## config.mk

```make
export PLATFORM = sky130hd
export DESIGN_NAME = power_clock_manager
export DESIGN_NICKNAME = d
export VERILOG_FILES = /design/src/power_clock_manager.v
export VERILOG_INCLUDE_DIRS = /design/src
export SDC_FILE = /design/constraint.sdc
export NUM_CORES = 1
export LEC_CHECK = 0
export BUFFER_PORTS_ARGS = -buffer_cell sky130_fd_sc_hd__buf_2
export CAP_MARGIN = 40
export CORE_UTILIZATION = 45
export CTS_CLUSTER_SIZE = 28
export DETAILED_ROUTE_END_ITERATION = 16
export PLACE_DENSITY = 0.66
export SYNTH_ARGS = -nofsm -noshare
export SYNTH_HDL_FRONTEND = slang
export SYNTH_SLANG_ARGS = --single-unit
```

## constraint.sdc

```tcl
create_clock -name clk_i -period 3.6 [get_ports clk_i]
set_clock_uncertainty 0.05 [all_clocks]
set_input_delay 0.18 -clock clk_i [delete_from_list [all_inputs] [get_ports clk_i]]
set_output_delay 0.18 -clock clk_i [all_outputs]
set_load 0.005 [all_outputs]
```

## src/pcm_map.vh

```
// register map, field positions, reset values and timing for the power clock manager
`ifndef PCM_MAP_VH
`define PCM_MAP_VH

// byte offsets of the registers
`define SYS_EN_OFS       8'h00
`define SYS_DIS_OFS      8'h04
`define SYS_STAT_OFS     8'h08
`define PER_EN_OFS       8'h10
`define PER_DIS_OFS      8'h14
`define PER_STAT_OFS     8'h18
`define OSC_CTRL_OFS     8'h20
`define FREQ_MEAS_OFS    8'h24
`define PLL_CFG_OFS      8'h2C
`define MCK_CFG_OFS      8'h30
`define CLK_STAT_OFS     8'h68

// reset values
`define SYS_STAT_RST     6'h01
`define OSC_CTRL_RST     32'h00000000
`define PLL_CFG_RST      32'h00003F00
`define MCK_CFG_RST      32'h00000000

// oscillator control fields
`define OSC_EN_BIT       0
`define OSC_BYP_BIT      1
`define OSC_CNT_LSB      8
`define OSC_CNT_MSB      15
`define OSC_CNT_SHIFT    3

// frequency measure fields
`define FREQ_VALID_BIT   16
`define FREQ_WINDOW      5'h10

// pll config fields
`define PLL_DIV_LSB      0
`define PLL_DIV_MSB      7
`define PLL_CNT_LSB      8
`define PLL_CNT_MSB      13
`define PLL_RNG_LSB      14
`define PLL_RNG_MSB      15
`define PLL_MUL_LSB      16
`define PLL_MUL_MSB      26
`define PLL_USB_LSB      28
`define PLL_USB_MSB      29

// master clock fields and reserved codes
`define MCK_CSS_LSB      0
`define MCK_CSS_MSB      1
`define MCK_CLOCK_RATIO_SELECT_LSB     2
`define MCK_CLOCK_RATIO_SELECT_MSB     4
`define CSS_SLOW         2'h0
`define CSS_MAIN         2'h1
`define CSS_RSVD         2'h2
`define CSS_PLL          2'h3
`define CLOCK_RATIO_SELECT_RSVD        3'h7
`define USB_RSVD         2'h3

// status bit positions
`define STAT_OSC_BIT     0
`define STAT_LOCK_BIT    2
`define STAT_MCK_BIT     3

// timing: system clock and slow clock rates in hertz
`define CLK_HZ           10000000
`define SLOW_HZ          32768
`define SLOW_DIV         (`CLK_HZ / `SLOW_HZ)

`endif

```

## src/power_clock_manager.v

```verilog
// power clock manager: gating, oscillator, frequency meter, pll and master clock control
//
// Summary of operation
// - a one written to enable bits 2..31 turns that peripheral clock on
// - a one written to disable bits turns that peripheral clock off
// - peripheral status reads one for each enabled clock, zero otherwise
// - unimplemented peripheral bits have no effect and read zero
// - system status shows each programmable clock output enable
// - with oscillator enabled, stable flag rises after the start-up time
// - start-up wait is the count field times 8 slow clock cycles
// - bypass raises the stable flag at once, no start-up wait
// - clearing both enable and bypass clears the stable flag
// - count main clock cycles over 16 slow periods into a 16-bit field
// - valid bit 16 is zero while invalid or disabled, one when available
// - pll input ratio 0 gives no clock, 1 passes, 2..255 divides
// - after each pll write, wait the lock delay in slow cycles then settle
// - pll factor 0 turns the pll off, else output is input times factor+1; here the pll tick keeps the divided rate and only pll_mult_o gives factor+1
// - usb ratio 00 passes, 01 halves, 10 quarters, 11 reserved
// - source 00 slow, 01 main, 11 pll, 10 reserved
// - master ratio codes 000..110 divide by 1..64, 111 reserved
//
// Local design decisions: the AHB-Lite interface to the registers and the address map.
`timescale 1ns/10ps
`include "pcm_map.vh"

module power_clock_manager #(
    parameter [31:0] PERIPH_MASK = 32'hFFFFFFFC,
    parameter        SLOW_DIV    = `SLOW_DIV
) (
    input  wire        clk_i,
    input  wire        rstn_i,
    input  wire        hsel_i,
    input  wire [31:0] haddr_i,
    input  wire [1:0]  htrans_i,
    input  wire        hwrite_i,
    input  wire [2:0]  hsize_i,
    input  wire        hready_i,
    input  wire [31:0] hwdata_i,
    output reg  [31:0] hrdata_o,
    output reg         hreadyout_o,
    output reg         hresp_o,
    output reg  [31:0] periph_clk_en_o,
    output reg  [3:0]  prog_clock_output_o,
    output reg         slow_tick_o,
    output reg         mck_en_o,
    output reg         usb_clk_en_o,
    output reg         pll_active_o,
    output reg  [11:0] pll_mult_o,
    output reg         main_osc_stable_flag_o
);

    // register state
    reg [31:0] per_en_r;
    reg [5:0]  sys_en_r;        // {pck3..pck0, usb, cpu}
    reg [31:0] osc_ctrl_r;
    reg [31:0] pll_cfg_r;
    reg [31:0] mck_cfg_r;
    reg [15:0] main_freq_count_r;
    reg        main_freq_valid_r;
    reg        stable_r;
    reg        osc_run_r;
    reg [10:0] osc_cnt_r;
    reg        lock_r;
    reg [5:0]  lock_cnt_r;
    // bus pipeline
    reg        wr_pend_r;
    reg        rd_pend_r;
    reg [7:0]  addr_r;
    // clock generation
    reg [15:0] slow_cnt_r;
    reg        slow_tick_r;
    reg [4:0]  win_cnt_r;
    reg [15:0] meas_cnt_r;
    reg [7:0]  div_cnt_r;
    reg        div_tick_r;
    reg [1:0]  css_eff_r;
    reg [2:0]  clock_ratio_select_eff_r;
    reg [1:0]  usb_eff_r;
    reg [5:0]  clock_ratio_select_cnt_r;
    reg [1:0]  usb_cnt_r;

    wire        addr_ph   = hsel_i & htrans_i[1] & hready_i;
    wire        wr_now    = wr_pend_r;
    wire [7:0]  pll_div   = pll_cfg_r[`PLL_DIV_MSB:`PLL_DIV_LSB];
    wire [10:0] pll_mul   = pll_cfg_r[`PLL_MUL_MSB:`PLL_MUL_LSB];
    wire        main_tick = stable_r;
    wire        pll_tick  = div_tick_r & (pll_mul != 11'h000) & lock_r;
    wire [1:0]  css_wr    = hwdata_i[`MCK_CSS_MSB:`MCK_CSS_LSB];
    wire [2:0]  clock_ratio_select_wr   = hwdata_i[`MCK_CLOCK_RATIO_SELECT_MSB:`MCK_CLOCK_RATIO_SELECT_LSB];
    wire [1:0]  usb_wr    = hwdata_i[`PLL_USB_MSB:`PLL_USB_LSB];
    wire        osc_on    = osc_ctrl_r[`OSC_EN_BIT] | osc_ctrl_r[`OSC_BYP_BIT];

    reg         src_tick;
    reg [5:0]   clock_ratio_select_max;
    reg [1:0]   usb_max;
    reg [31:0]  rdata;

    // source selection and divider limits
    always @* begin
        case (css_eff_r)
            `CSS_SLOW: src_tick = slow_tick_r;
            `CSS_MAIN: src_tick = main_tick;
            default:   src_tick = pll_tick;
        endcase
        clock_ratio_select_max = 6'h3F >> (3'h6 - clock_ratio_select_eff_r);
        if (clock_ratio_select_eff_r == 3'h0) begin
            clock_ratio_select_max = 6'h00;
        end
        case (usb_eff_r)
            2'h0:    usb_max = 2'h0;
            2'h1:    usb_max = 2'h1;
            default: usb_max = 2'h3;
        endcase
    end

    // read mux
    always @* begin
        rdata = 32'h00000000;
        if (addr_r == `SYS_STAT_OFS) begin
            rdata = {20'h00000, sys_en_r[5:2], sys_en_r[1], 6'h00, sys_en_r[0]};
        end else if (addr_r == `PER_STAT_OFS) begin
            rdata = per_en_r & PERIPH_MASK;
        end else if (addr_r == `OSC_CTRL_OFS) begin
            rdata = osc_ctrl_r;
        end else if (addr_r == `FREQ_MEAS_OFS) begin
            rdata = {15'h0000, main_freq_valid_r, main_freq_count_r};
        end else if (addr_r == `PLL_CFG_OFS) begin
            rdata = pll_cfg_r;
        end else if (addr_r == `MCK_CFG_OFS) begin
            rdata = mck_cfg_r;
        end else if (addr_r == `CLK_STAT_OFS) begin
            rdata = {28'h0000000, 1'b1, lock_r, 1'b0, stable_r};
        end
    end

    // ahb-lite slave: writes take effect in the data phase, reads add one wait
    always @(posedge clk_i) begin
        if (!rstn_i) begin
            wr_pend_r   <= 1'b0;
            rd_pend_r   <= 1'b0;
            addr_r      <= 8'h00;
            hrdata_o    <= 32'h00000000;
            hreadyout_o <= 1'b1;
            hresp_o     <= 1'b0;
        end else begin
            wr_pend_r <= 1'b0;
            // no new address phase can land here: hready is low during the read wait
            if (rd_pend_r) begin
                hrdata_o    <= rdata;
                hreadyout_o <= 1'b1;
                rd_pend_r   <= 1'b0;
            end else if (addr_ph) begin
                addr_r    <= {haddr_i[7:2], 2'b00};
                wr_pend_r <= hwrite_i;
                rd_pend_r <= ~hwrite_i;
                if (!hwrite_i) begin
                    hreadyout_o <= 1'b0;
                end
            end
        end
    end

    // peripheral and system clock enables
    always @(posedge clk_i) begin
        if (!rstn_i) begin
            per_en_r <= 32'h00000000;
            sys_en_r <= `SYS_STAT_RST;
        end else if (wr_now) begin
            if (addr_r == `PER_EN_OFS) begin
                per_en_r <= per_en_r | (hwdata_i & PERIPH_MASK);
            end else if (addr_r == `PER_DIS_OFS) begin
                per_en_r <= per_en_r & ~(hwdata_i & PERIPH_MASK);
            end else if (addr_r == `SYS_EN_OFS) begin
                sys_en_r <= sys_en_r | {hwdata_i[11:8], hwdata_i[7], hwdata_i[0]};
            end else if (addr_r == `SYS_DIS_OFS) begin
                sys_en_r <= sys_en_r & ~{hwdata_i[11:8], hwdata_i[7], hwdata_i[0]};
            end
        end
    end

    // configuration registers, effective copies skip reserved codes
    always @(posedge clk_i) begin
        if (!rstn_i) begin
            osc_ctrl_r <= `OSC_CTRL_RST;
            pll_cfg_r  <= `PLL_CFG_RST;
            mck_cfg_r  <= `MCK_CFG_RST;
            css_eff_r  <= `CSS_SLOW;
            clock_ratio_select_eff_r <= 3'h0;
            usb_eff_r  <= 2'h0;
        end else if (wr_now) begin
            if (addr_r == `OSC_CTRL_OFS) begin
                osc_ctrl_r <= {16'h0000, hwdata_i[15:8], 6'h00, hwdata_i[1:0]};
            end else if (addr_r == `PLL_CFG_OFS) begin
                pll_cfg_r <= {2'b00, hwdata_i[29:28], 1'b0, hwdata_i[26:0]};
                if (usb_wr != `USB_RSVD) begin
                    usb_eff_r <= usb_wr;
                end
            end else if (addr_r == `MCK_CFG_OFS) begin
                mck_cfg_r <= {27'h0000000, hwdata_i[4:0]};
                if (css_wr != `CSS_RSVD) begin
                    css_eff_r <= css_wr;
                end
                if (clock_ratio_select_wr != `CLOCK_RATIO_SELECT_RSVD) begin
                    clock_ratio_select_eff_r <= clock_ratio_select_wr;
                end
            end
        end
    end

    // slow clock enable from a divider of the system clock
    always @(posedge clk_i) begin
        if (!rstn_i) begin
            slow_cnt_r  <= 16'h0000;
            slow_tick_r <= 1'b0;
        end else if (slow_cnt_r == SLOW_DIV[15:0] - 16'h0001) begin
            slow_cnt_r  <= 16'h0000;
            slow_tick_r <= 1'b1;
        end else begin
            slow_cnt_r  <= slow_cnt_r + 16'h0001;
            slow_tick_r <= 1'b0;
        end
    end

    // main oscillator start-up and stable flag
    always @(posedge clk_i) begin
        if (!rstn_i) begin
            stable_r  <= 1'b0;
            osc_run_r <= 1'b0;
            osc_cnt_r <= 11'h000;
        end else if (wr_now && addr_r == `OSC_CTRL_OFS) begin
            // a write outranks the countdown running in the same cycle
            if (hwdata_i[`OSC_BYP_BIT]) begin
                stable_r  <= 1'b1;
                osc_run_r <= 1'b0;
            end else if (hwdata_i[`OSC_EN_BIT]) begin
                if (!stable_r) begin
                    osc_run_r <= 1'b1;
                    osc_cnt_r <= {hwdata_i[`OSC_CNT_MSB:`OSC_CNT_LSB], 3'b000};
                end
            end else begin
                stable_r  <= 1'b0;
                osc_run_r <= 1'b0;
            end
        end else if (osc_run_r) begin
            if (osc_cnt_r == 11'h000) begin
                stable_r  <= 1'b1;
                osc_run_r <= 1'b0;
            end else if (slow_tick_r) begin
                osc_cnt_r <= osc_cnt_r - 11'h001;
            end
        end
    end

    // main clock frequency measurement over 16 slow periods
    always @(posedge clk_i) begin
        if (!rstn_i) begin
            win_cnt_r         <= 5'h00;
            meas_cnt_r        <= 16'h0000;
            main_freq_count_r <= 16'h0000;
            main_freq_valid_r <= 1'b0;
        end else if (!osc_on || !stable_r) begin
            win_cnt_r         <= 5'h00;
            meas_cnt_r        <= 16'h0000;
            main_freq_valid_r <= 1'b0;
        end else begin
            if (meas_cnt_r != 16'hFFFF && win_cnt_r != 5'h00) begin
                meas_cnt_r <= meas_cnt_r + 16'h0001;
            end
            if (slow_tick_r) begin
                if (win_cnt_r == `FREQ_WINDOW) begin
                    // the closing cycle counts too, so the window holds exactly 16 slow periods
                    if (meas_cnt_r == 16'hFFFF) begin
                        main_freq_count_r <= 16'hFFFF;
                    end else begin
                        main_freq_count_r <= meas_cnt_r + 16'h0001;
                    end
                    main_freq_valid_r <= 1'b1;
                    win_cnt_r         <= 5'h01;
                    meas_cnt_r        <= 16'h0000;
                end else begin
                    win_cnt_r <= win_cnt_r + 5'h01;
                end
            end
        end
    end

    // pll lock delay restarts on every pll write
    always @(posedge clk_i) begin
        if (!rstn_i) begin
            lock_r     <= 1'b0;
            lock_cnt_r <= 6'h3F;
        end else if (wr_now && addr_r == `PLL_CFG_OFS) begin
            // any write restarts the delay, even mid-count
            lock_r     <= 1'b0;
            lock_cnt_r <= hwdata_i[`PLL_CNT_MSB:`PLL_CNT_LSB];
        end else if (!lock_r) begin
            if (lock_cnt_r == 6'h00) begin
                lock_r <= 1'b1;
            end else if (slow_tick_r) begin
                lock_cnt_r <= lock_cnt_r - 6'h01;
            end
        end
    end

    // pll input divider on the main clock
    always @(posedge clk_i) begin
        if (!rstn_i) begin
            div_cnt_r  <= 8'h00;
            div_tick_r <= 1'b0;
        end else if (pll_div == 8'h00 || !main_tick) begin
            div_cnt_r  <= 8'h00;
            div_tick_r <= 1'b0;
        end else if (div_cnt_r >= pll_div - 8'h01) begin
            // >= catches a ratio lowered while counting
            div_cnt_r  <= 8'h00;
            div_tick_r <= 1'b1;
        end else begin
            div_cnt_r  <= div_cnt_r + 8'h01;
            div_tick_r <= 1'b0;
        end
    end

    // master clock prescaler and usb divider
    always @(posedge clk_i) begin
        if (!rstn_i) begin
            clock_ratio_select_cnt_r <= 6'h00;
            usb_cnt_r  <= 2'h0;
            mck_en_o   <= 1'b0;
            usb_clk_en_o <= 1'b0;
        end else begin
            mck_en_o     <= 1'b0;
            usb_clk_en_o <= 1'b0;
            if (src_tick) begin
                if (clock_ratio_select_cnt_r >= clock_ratio_select_max) begin
                    // >= recovers when a smaller ratio is loaded mid-count
                    clock_ratio_select_cnt_r <= 6'h00;
                    mck_en_o   <= 1'b1;
                end else begin
                    clock_ratio_select_cnt_r <= clock_ratio_select_cnt_r + 6'h01;
                end
            end
            if (pll_tick) begin
                if (usb_cnt_r >= usb_max) begin
                    usb_cnt_r    <= 2'h0;
                    usb_clk_en_o <= 1'b1;
                end else begin
                    usb_cnt_r <= usb_cnt_r + 2'h1;
                end
            end
        end
    end

    // registered level outputs and the slow tick pulse
    always @(posedge clk_i) begin
        if (!rstn_i) begin
            periph_clk_en_o        <= 32'h00000000;
            prog_clock_output_o    <= 4'h0;
            slow_tick_o            <= 1'b0;
            pll_active_o           <= 1'b0;
            pll_mult_o             <= 12'h000;
            main_osc_stable_flag_o <= 1'b0;
        end else begin
            periph_clk_en_o        <= per_en_r & PERIPH_MASK;
            prog_clock_output_o    <= sys_en_r[5:2];
            slow_tick_o            <= slow_tick_r;
            pll_active_o           <= (pll_mul != 11'h000) & lock_r;
            pll_mult_o             <= (pll_mul == 11'h000) ? 12'h000 : {1'b0, pll_mul} + 12'h001;
            main_osc_stable_flag_o <= stable_r;
        end
    end

endmodule

```

# [Yosys cells after proc, flatten, opt, wreduce, memory -nomap -nowiden]
# Cells that the tools add are included.
[totals] output_inout_bits=87 inputBits=74 ff_bits=275 wordCells=197
[classes] reduce_logical=48 bitwise_logic=21 n_eq_ne=27 shift=1 magnitude_cmp=3 n_mux=49 n_addsub=11
[ops] cell="two-way mux 32 bit" n=4
[ops] cell="two-way mux 30 bit" n=3
[ops] cell="two-way mux 11 bit" n=7
[ops] cell="two-way mux 16 bit" n=4
[ops] cell="two-way mux 6 bit" n=8
[ops] cell="adder 16 x 1 -> 16 bit, second input constant" n=2
[ops] cell="bitwise AND 32 bit" n=1
[ops] cell="inverter 32 bit" n=1
[ops] cell="bitwise OR 32 bit" n=1
[ops] cell="equality test 6 x 4 -> 1 bit, second input constant" n=4
[ops] cell="logical NOT 11 bit" n=2
[ops] cell="equality test 6 x 3 -> 1 bit, second input constant" n=3
[ops] cell="two-way mux 1 bit" n=17
[ops] cell="equality test 16 bit, second input constant" n=1
[ops] cell="equality test 16 x 9 -> 1 bit, second input constant" n=1
[ops] cell="logical NOT 8 bit" n=2
[ops] cell="inequality test 16 bit, second input constant" n=1
[ops] cell="inequality test 2 bit, second input constant" n=7
[ops] cell="AND reduction 2 bit" n=7
[ops] cell="adder 11 x 1 -> 12 bit, second input constant" n=1
[ops] cell="AND reduction 3 bit" n=4
[ops] cell="AND reduction 4 bit" n=3
[ops] cell="nonzero test 2 bit" n=6
[ops] cell="OR reduction 2 bit" n=6
[ops] cell="42 further kinds" n=64

# [Logic depth before layout (Yosys ltp)]
[logic_depth] word_depth=8 mapped_depth=12 depth_no_buf=12

# [Least setup slack after synthesis]
# No wires, ideal clock.
[synth_timing] kind="register to register" from="register clock_ratio_select_eff_r[1]" to="register clock_ratio_select_cnt_r[0]" path_buffers=0 setup_time_ps=60 arrival_ps=2356 synth_period_minus_slack_ps=2466 required_time_ps=3490 path_slack_ps=1134 stages_incl_launch_ff=13 cell_sequence="dfxtp_1 ha_1 inv_1 ha_1 inv_1 and2_1 inv_1 ha_1 a21oi_1 o21ai_0 and4_1 nor3_1 mux2_2"
[synth_between] elab_chain_cells=5 elab_cells_between_ends=6 cone_classes="add/sub: 1; order compare: 1; shift: 1; mux: 2; reduce/logical: 1"
[synth_rtl] element="start: declaration" line="power_clock_manager.v:77" text="reg [2:0] clock_ratio_select_eff_r;"
[synth_rtl] element="start signal: assignment" line="power_clock_manager.v:204" text="clock_ratio_select_eff_r <= clock_ratio_select_wr;"
[synth_rtl] element="subtractor 3 bit" line="power_clock_manager.v:105" text="clock_ratio_select_max = 6'h3F >> (3'h6 - clock_ratio_select_eff_r);"
[synth_rtl] element="right shift 6 x 3 -> 6 bit" line="power_clock_manager.v:105"
[synth_rtl] element="two-way mux 6 bit *" line="power_clock_manager.v:106" text="if (clock_ratio_select_eff_r == 3'h0) begin"
[synth_rtl] element=">= comparator 6 bit *" line="power_clock_manager.v:334" text="if (clock_ratio_select_cnt_r >= clock_ratio_select_max) begin"
[synth_rtl] element="two-way mux 6 bit *" line="power_clock_manager.v:334"
[synth_rtl] element="end signal: assignment" line="power_clock_manager.v:339" text="clock_ratio_select_cnt_r <= clock_ratio_select_cnt_r + 6'h01;"
[synth_rtl] element="end: declaration" line="power_clock_manager.v:79" text="reg [5:0] clock_ratio_select_cnt_r;"
# Mark *: on every way between the ends. The rest lies on a longest branch, timed or not.
# A chain may end at the register's enable or synchronous reset.

# [Final worst setup path]
# Ends and elaborated chain as after synthesis.

==> results_dict.tcl <==
set metrics [dict create \
    ys_top_cells_by_count "dfxtp_1 (271), nand2_1 (197), a21oi_1 (120), nor2_1 (118), nand3_1 (65)" \
    status "complete, no violations" \
    port-buffer-count 127 \
    antenna_found_initial 0 \
    fp.dieH_um 163 \
    drc 0 \
    fmax_ghz 0.361 \
    hold_viol_final 0 \
    post-route-util 0.551 \
    setup_viol 0 \
    synthTopCellsByArea "dfxtp_1 (46%), nand2_1 (6.3%), a21oi_1 (5.1%), nor2_1 (3.8%), ha_1 (3.6%)" \
    multi_input_area_sq_mm 0.00579 \
    htree_levels 1 \
    path_cells "ha_1, inv_1, ha_1, inv_1, and2_1, inv_1, ha_1, a21oi_1, o21ai_0, and4_1, nor3_1, mux2_2" \
    regArea_sq_mm 0.00543 \
    synth_top_cell_area_share 0.465 \
    endpoint "clock_ratio_select_cnt_r[0]" \
    post_cts_buffers 0 \
    insertion_delay_ns 0.54 \
    cp.required_ns 4.03 \
    r2r-end "clock_ratio_select_cnt_r[0]" \
    cp_max_fo 6 \
    fin_crit_sh 0.770 \
    synth-edff-count 0 \
    gp_congestion 0.829 \
    crit_start "clock_ratio_select_eff_r[1]" \
    cts_sinks 271 \
    rows 58 \
    max_slew_margin 0.398 \
    netlist-cell-type-count 73 \
    routed_via_density 5.44 \
    root_buffer "clkbuf_16" \
    wl_per_cell_um 16.7 \
    ys_seq_area_frac 0.465 \
    track_usage 0.228 \
    core_sq_mm 0.0253 \
    finalPower_mw 6.29 \
    finalMaxSlewViolations 0 \
    drtIter0Drc 841 \
    ir_drop_mv 0.307 \
    vias 10023 \
    synth_flop_cell "dfxtp_1" \
    cts_resized 0 \
    grt_max_degree 69 \
    endpoint_kind "flop" \
    cp.arrival_ns 3.20 \
    path_class "flop to flop" \
    setup_tns_ns 0 \
    worstMarginPinSlew_ns 0.898 \
    hold_slack_ns 0.0233 \
    first_pass_iters 7 \
    reg2reg_slack_ns 0.83 \
    io_pins 161 \
    timing.final.crit_period_ns 2.77 \
    start_kind "flop" \
    grt_setup_unrepaired "no" \
    grt_pass1_wl_um 48700 \
    drt_wl_total_um 30800 \
    hp-class "input pin to flop" \
    netlist_area_sq_mm 0.0117 \
    initial_utilization 0.461 \
    ys_ff_latch 271 \
    avgSynthCellArea_sq_um 8.62 \
    dp_hpwl_um 21000 \
    grt_pass1_vias 9222 \
    clkTransAtPathRegs_ns 0.06 \
    placedCellCount 1754 \
    detail-route-antenna-nets 0 \
    cp_slowest_stage_delay_ns 0.55 \
    r2r_cells 12 \
    yosysWarnings 0 \
    antenna_cells 0 \
    async_flop_share 0 \
    syn_to_final_growth_pct 19.6 \
    timing.rr.start "clock_ratio_select_eff_r[1]" \
    cts_max_path_buffers 3 \
    slowest_stage "nor3_1" \
    nets 1601 \
    die_width_um 163 \
    power.leakage_nw 5.65 \
    yosys.area.top_type "dfxtp_1" \
    cts_hold_buf 39 \
    p_per_area_mw_per_mm2 450 \
    gr-total-overflow 0 \
    drive_above_1_share 0.147 \
    stdcell_count 1843 \
    cts_made_buffers 28 \
    fillers 2289 \
    die_area_sq_mm 0.0266 \
    cts_tree "done" \
    synth_most_common_cell "dfxtp_1" \
    cap_violations 0 \
    syn_inst 1354 \
]
power by group:
| part | internal [mW] | total [mW] | leakage, nW | switching [mW] |
|---|---|---|---|---|
| clock | 1.88 | 3.06 | 0.495 | 1.17 |
| combinational | 0.0803 | 0.209 | 2.97 | 0.128 |
| sequential | 3.01 | 3.02 | 2.18 | 0.0137 |
| total | 4.97 | 6.29 | 5.65 | 1.32 |
through the flow:
stage	cell area (sq um)	setup slack (ns)
after floorplan	11700	1.13
after global placement	12600	0.841
after detailed placement	12600	0.816
after CTS	14000	0.806
after global routing	14000	0.606
final	14000	0.828
worst min path at each step:
| stage | startpoint | endpoint | slack [ns] | cells after the start |
|---|---|---|---|---|
| CTS | rstn_i | pll_cfg_r[12] | 0.02 | 2 |
| detailed placement | hwrite_i | rd_pend_r | 0.34 | 2 |
| global placement | hwrite_i | rd_pend_r | 0.33 | 2 |
| global route | rstn_i | pll_cfg_r[12] | 0.04 | 2 |
| finish | rstn_i | pll_cfg_r[12] | 0.02 | 2 |
| floorplan | hwrite_i | rd_pend_r | 0.21 | 1 |
placed cells by master, fill, tap and decap left out, drive strengths merged, types with 4 or more instances in the layout:
master	instances
ha	34
mux2i	27
and3	26
a221o	6
nor2	118
a21oi	120
and2	47
nand2b	8
dfxtp	271
o221a	5
nor4	14
xnor2	32
a211oi	9
nor2b	13
nand3	65
nor3b	4
a22oi	25
inv	35
a21o	10
clkinv	6
clkbuf	42
o21a	8
nor3	15
and4	4
nand2	197
o211ai	5
o21ai	56
or2	6
nor4b	4
a222oi	9
buf	147
dlygate4sd3	39
a31o	4
xor2	33
a31oi	10
nand4	9
kinds of logic after synthesis:
group / synth area share
AOI/OAI and AO/OA: 0.159
and+or+nand+nor: 0.225
adders and majority gates: 0.0364
other: 0.000321
DFF: 0.465
xor gates and xnor gates: 0.0488
muxes: 0.0251
buffers and inverters: 0.0407
layer usage:
metal | share of wire | track usage
met5 | 0 | 0
met4 | 0.028 | 0.0663
met3 | 0.046 | 0.0295
met2 | 0.47 | 0.379
met1 | 0.46 | 0.309
layout make-up:
cell class,instances,share of cell area
clock buffers,42,0.0626
clock inverters,8,0.00851
flip-flops and latches,271,0.388
well taps,330,0.0296
multi-input cells,970,0.415
repair buffers,186,0.0865
inverters,36,0.00977
critical path: cells and delay by family (launching register included):
family | cells | cell delay [ns]
DFF | 1 | 0.38
muxes | 1 | 0.26
and+or+nand+nor | 3 | 0.93
adders and majority gates | 3 | 0.71
AOI/OAI and AO/OA | 2 | 0.22
buffers and inverters | 3 | 0.16
No activity file was read; power rests on OpenSTA's default activity.
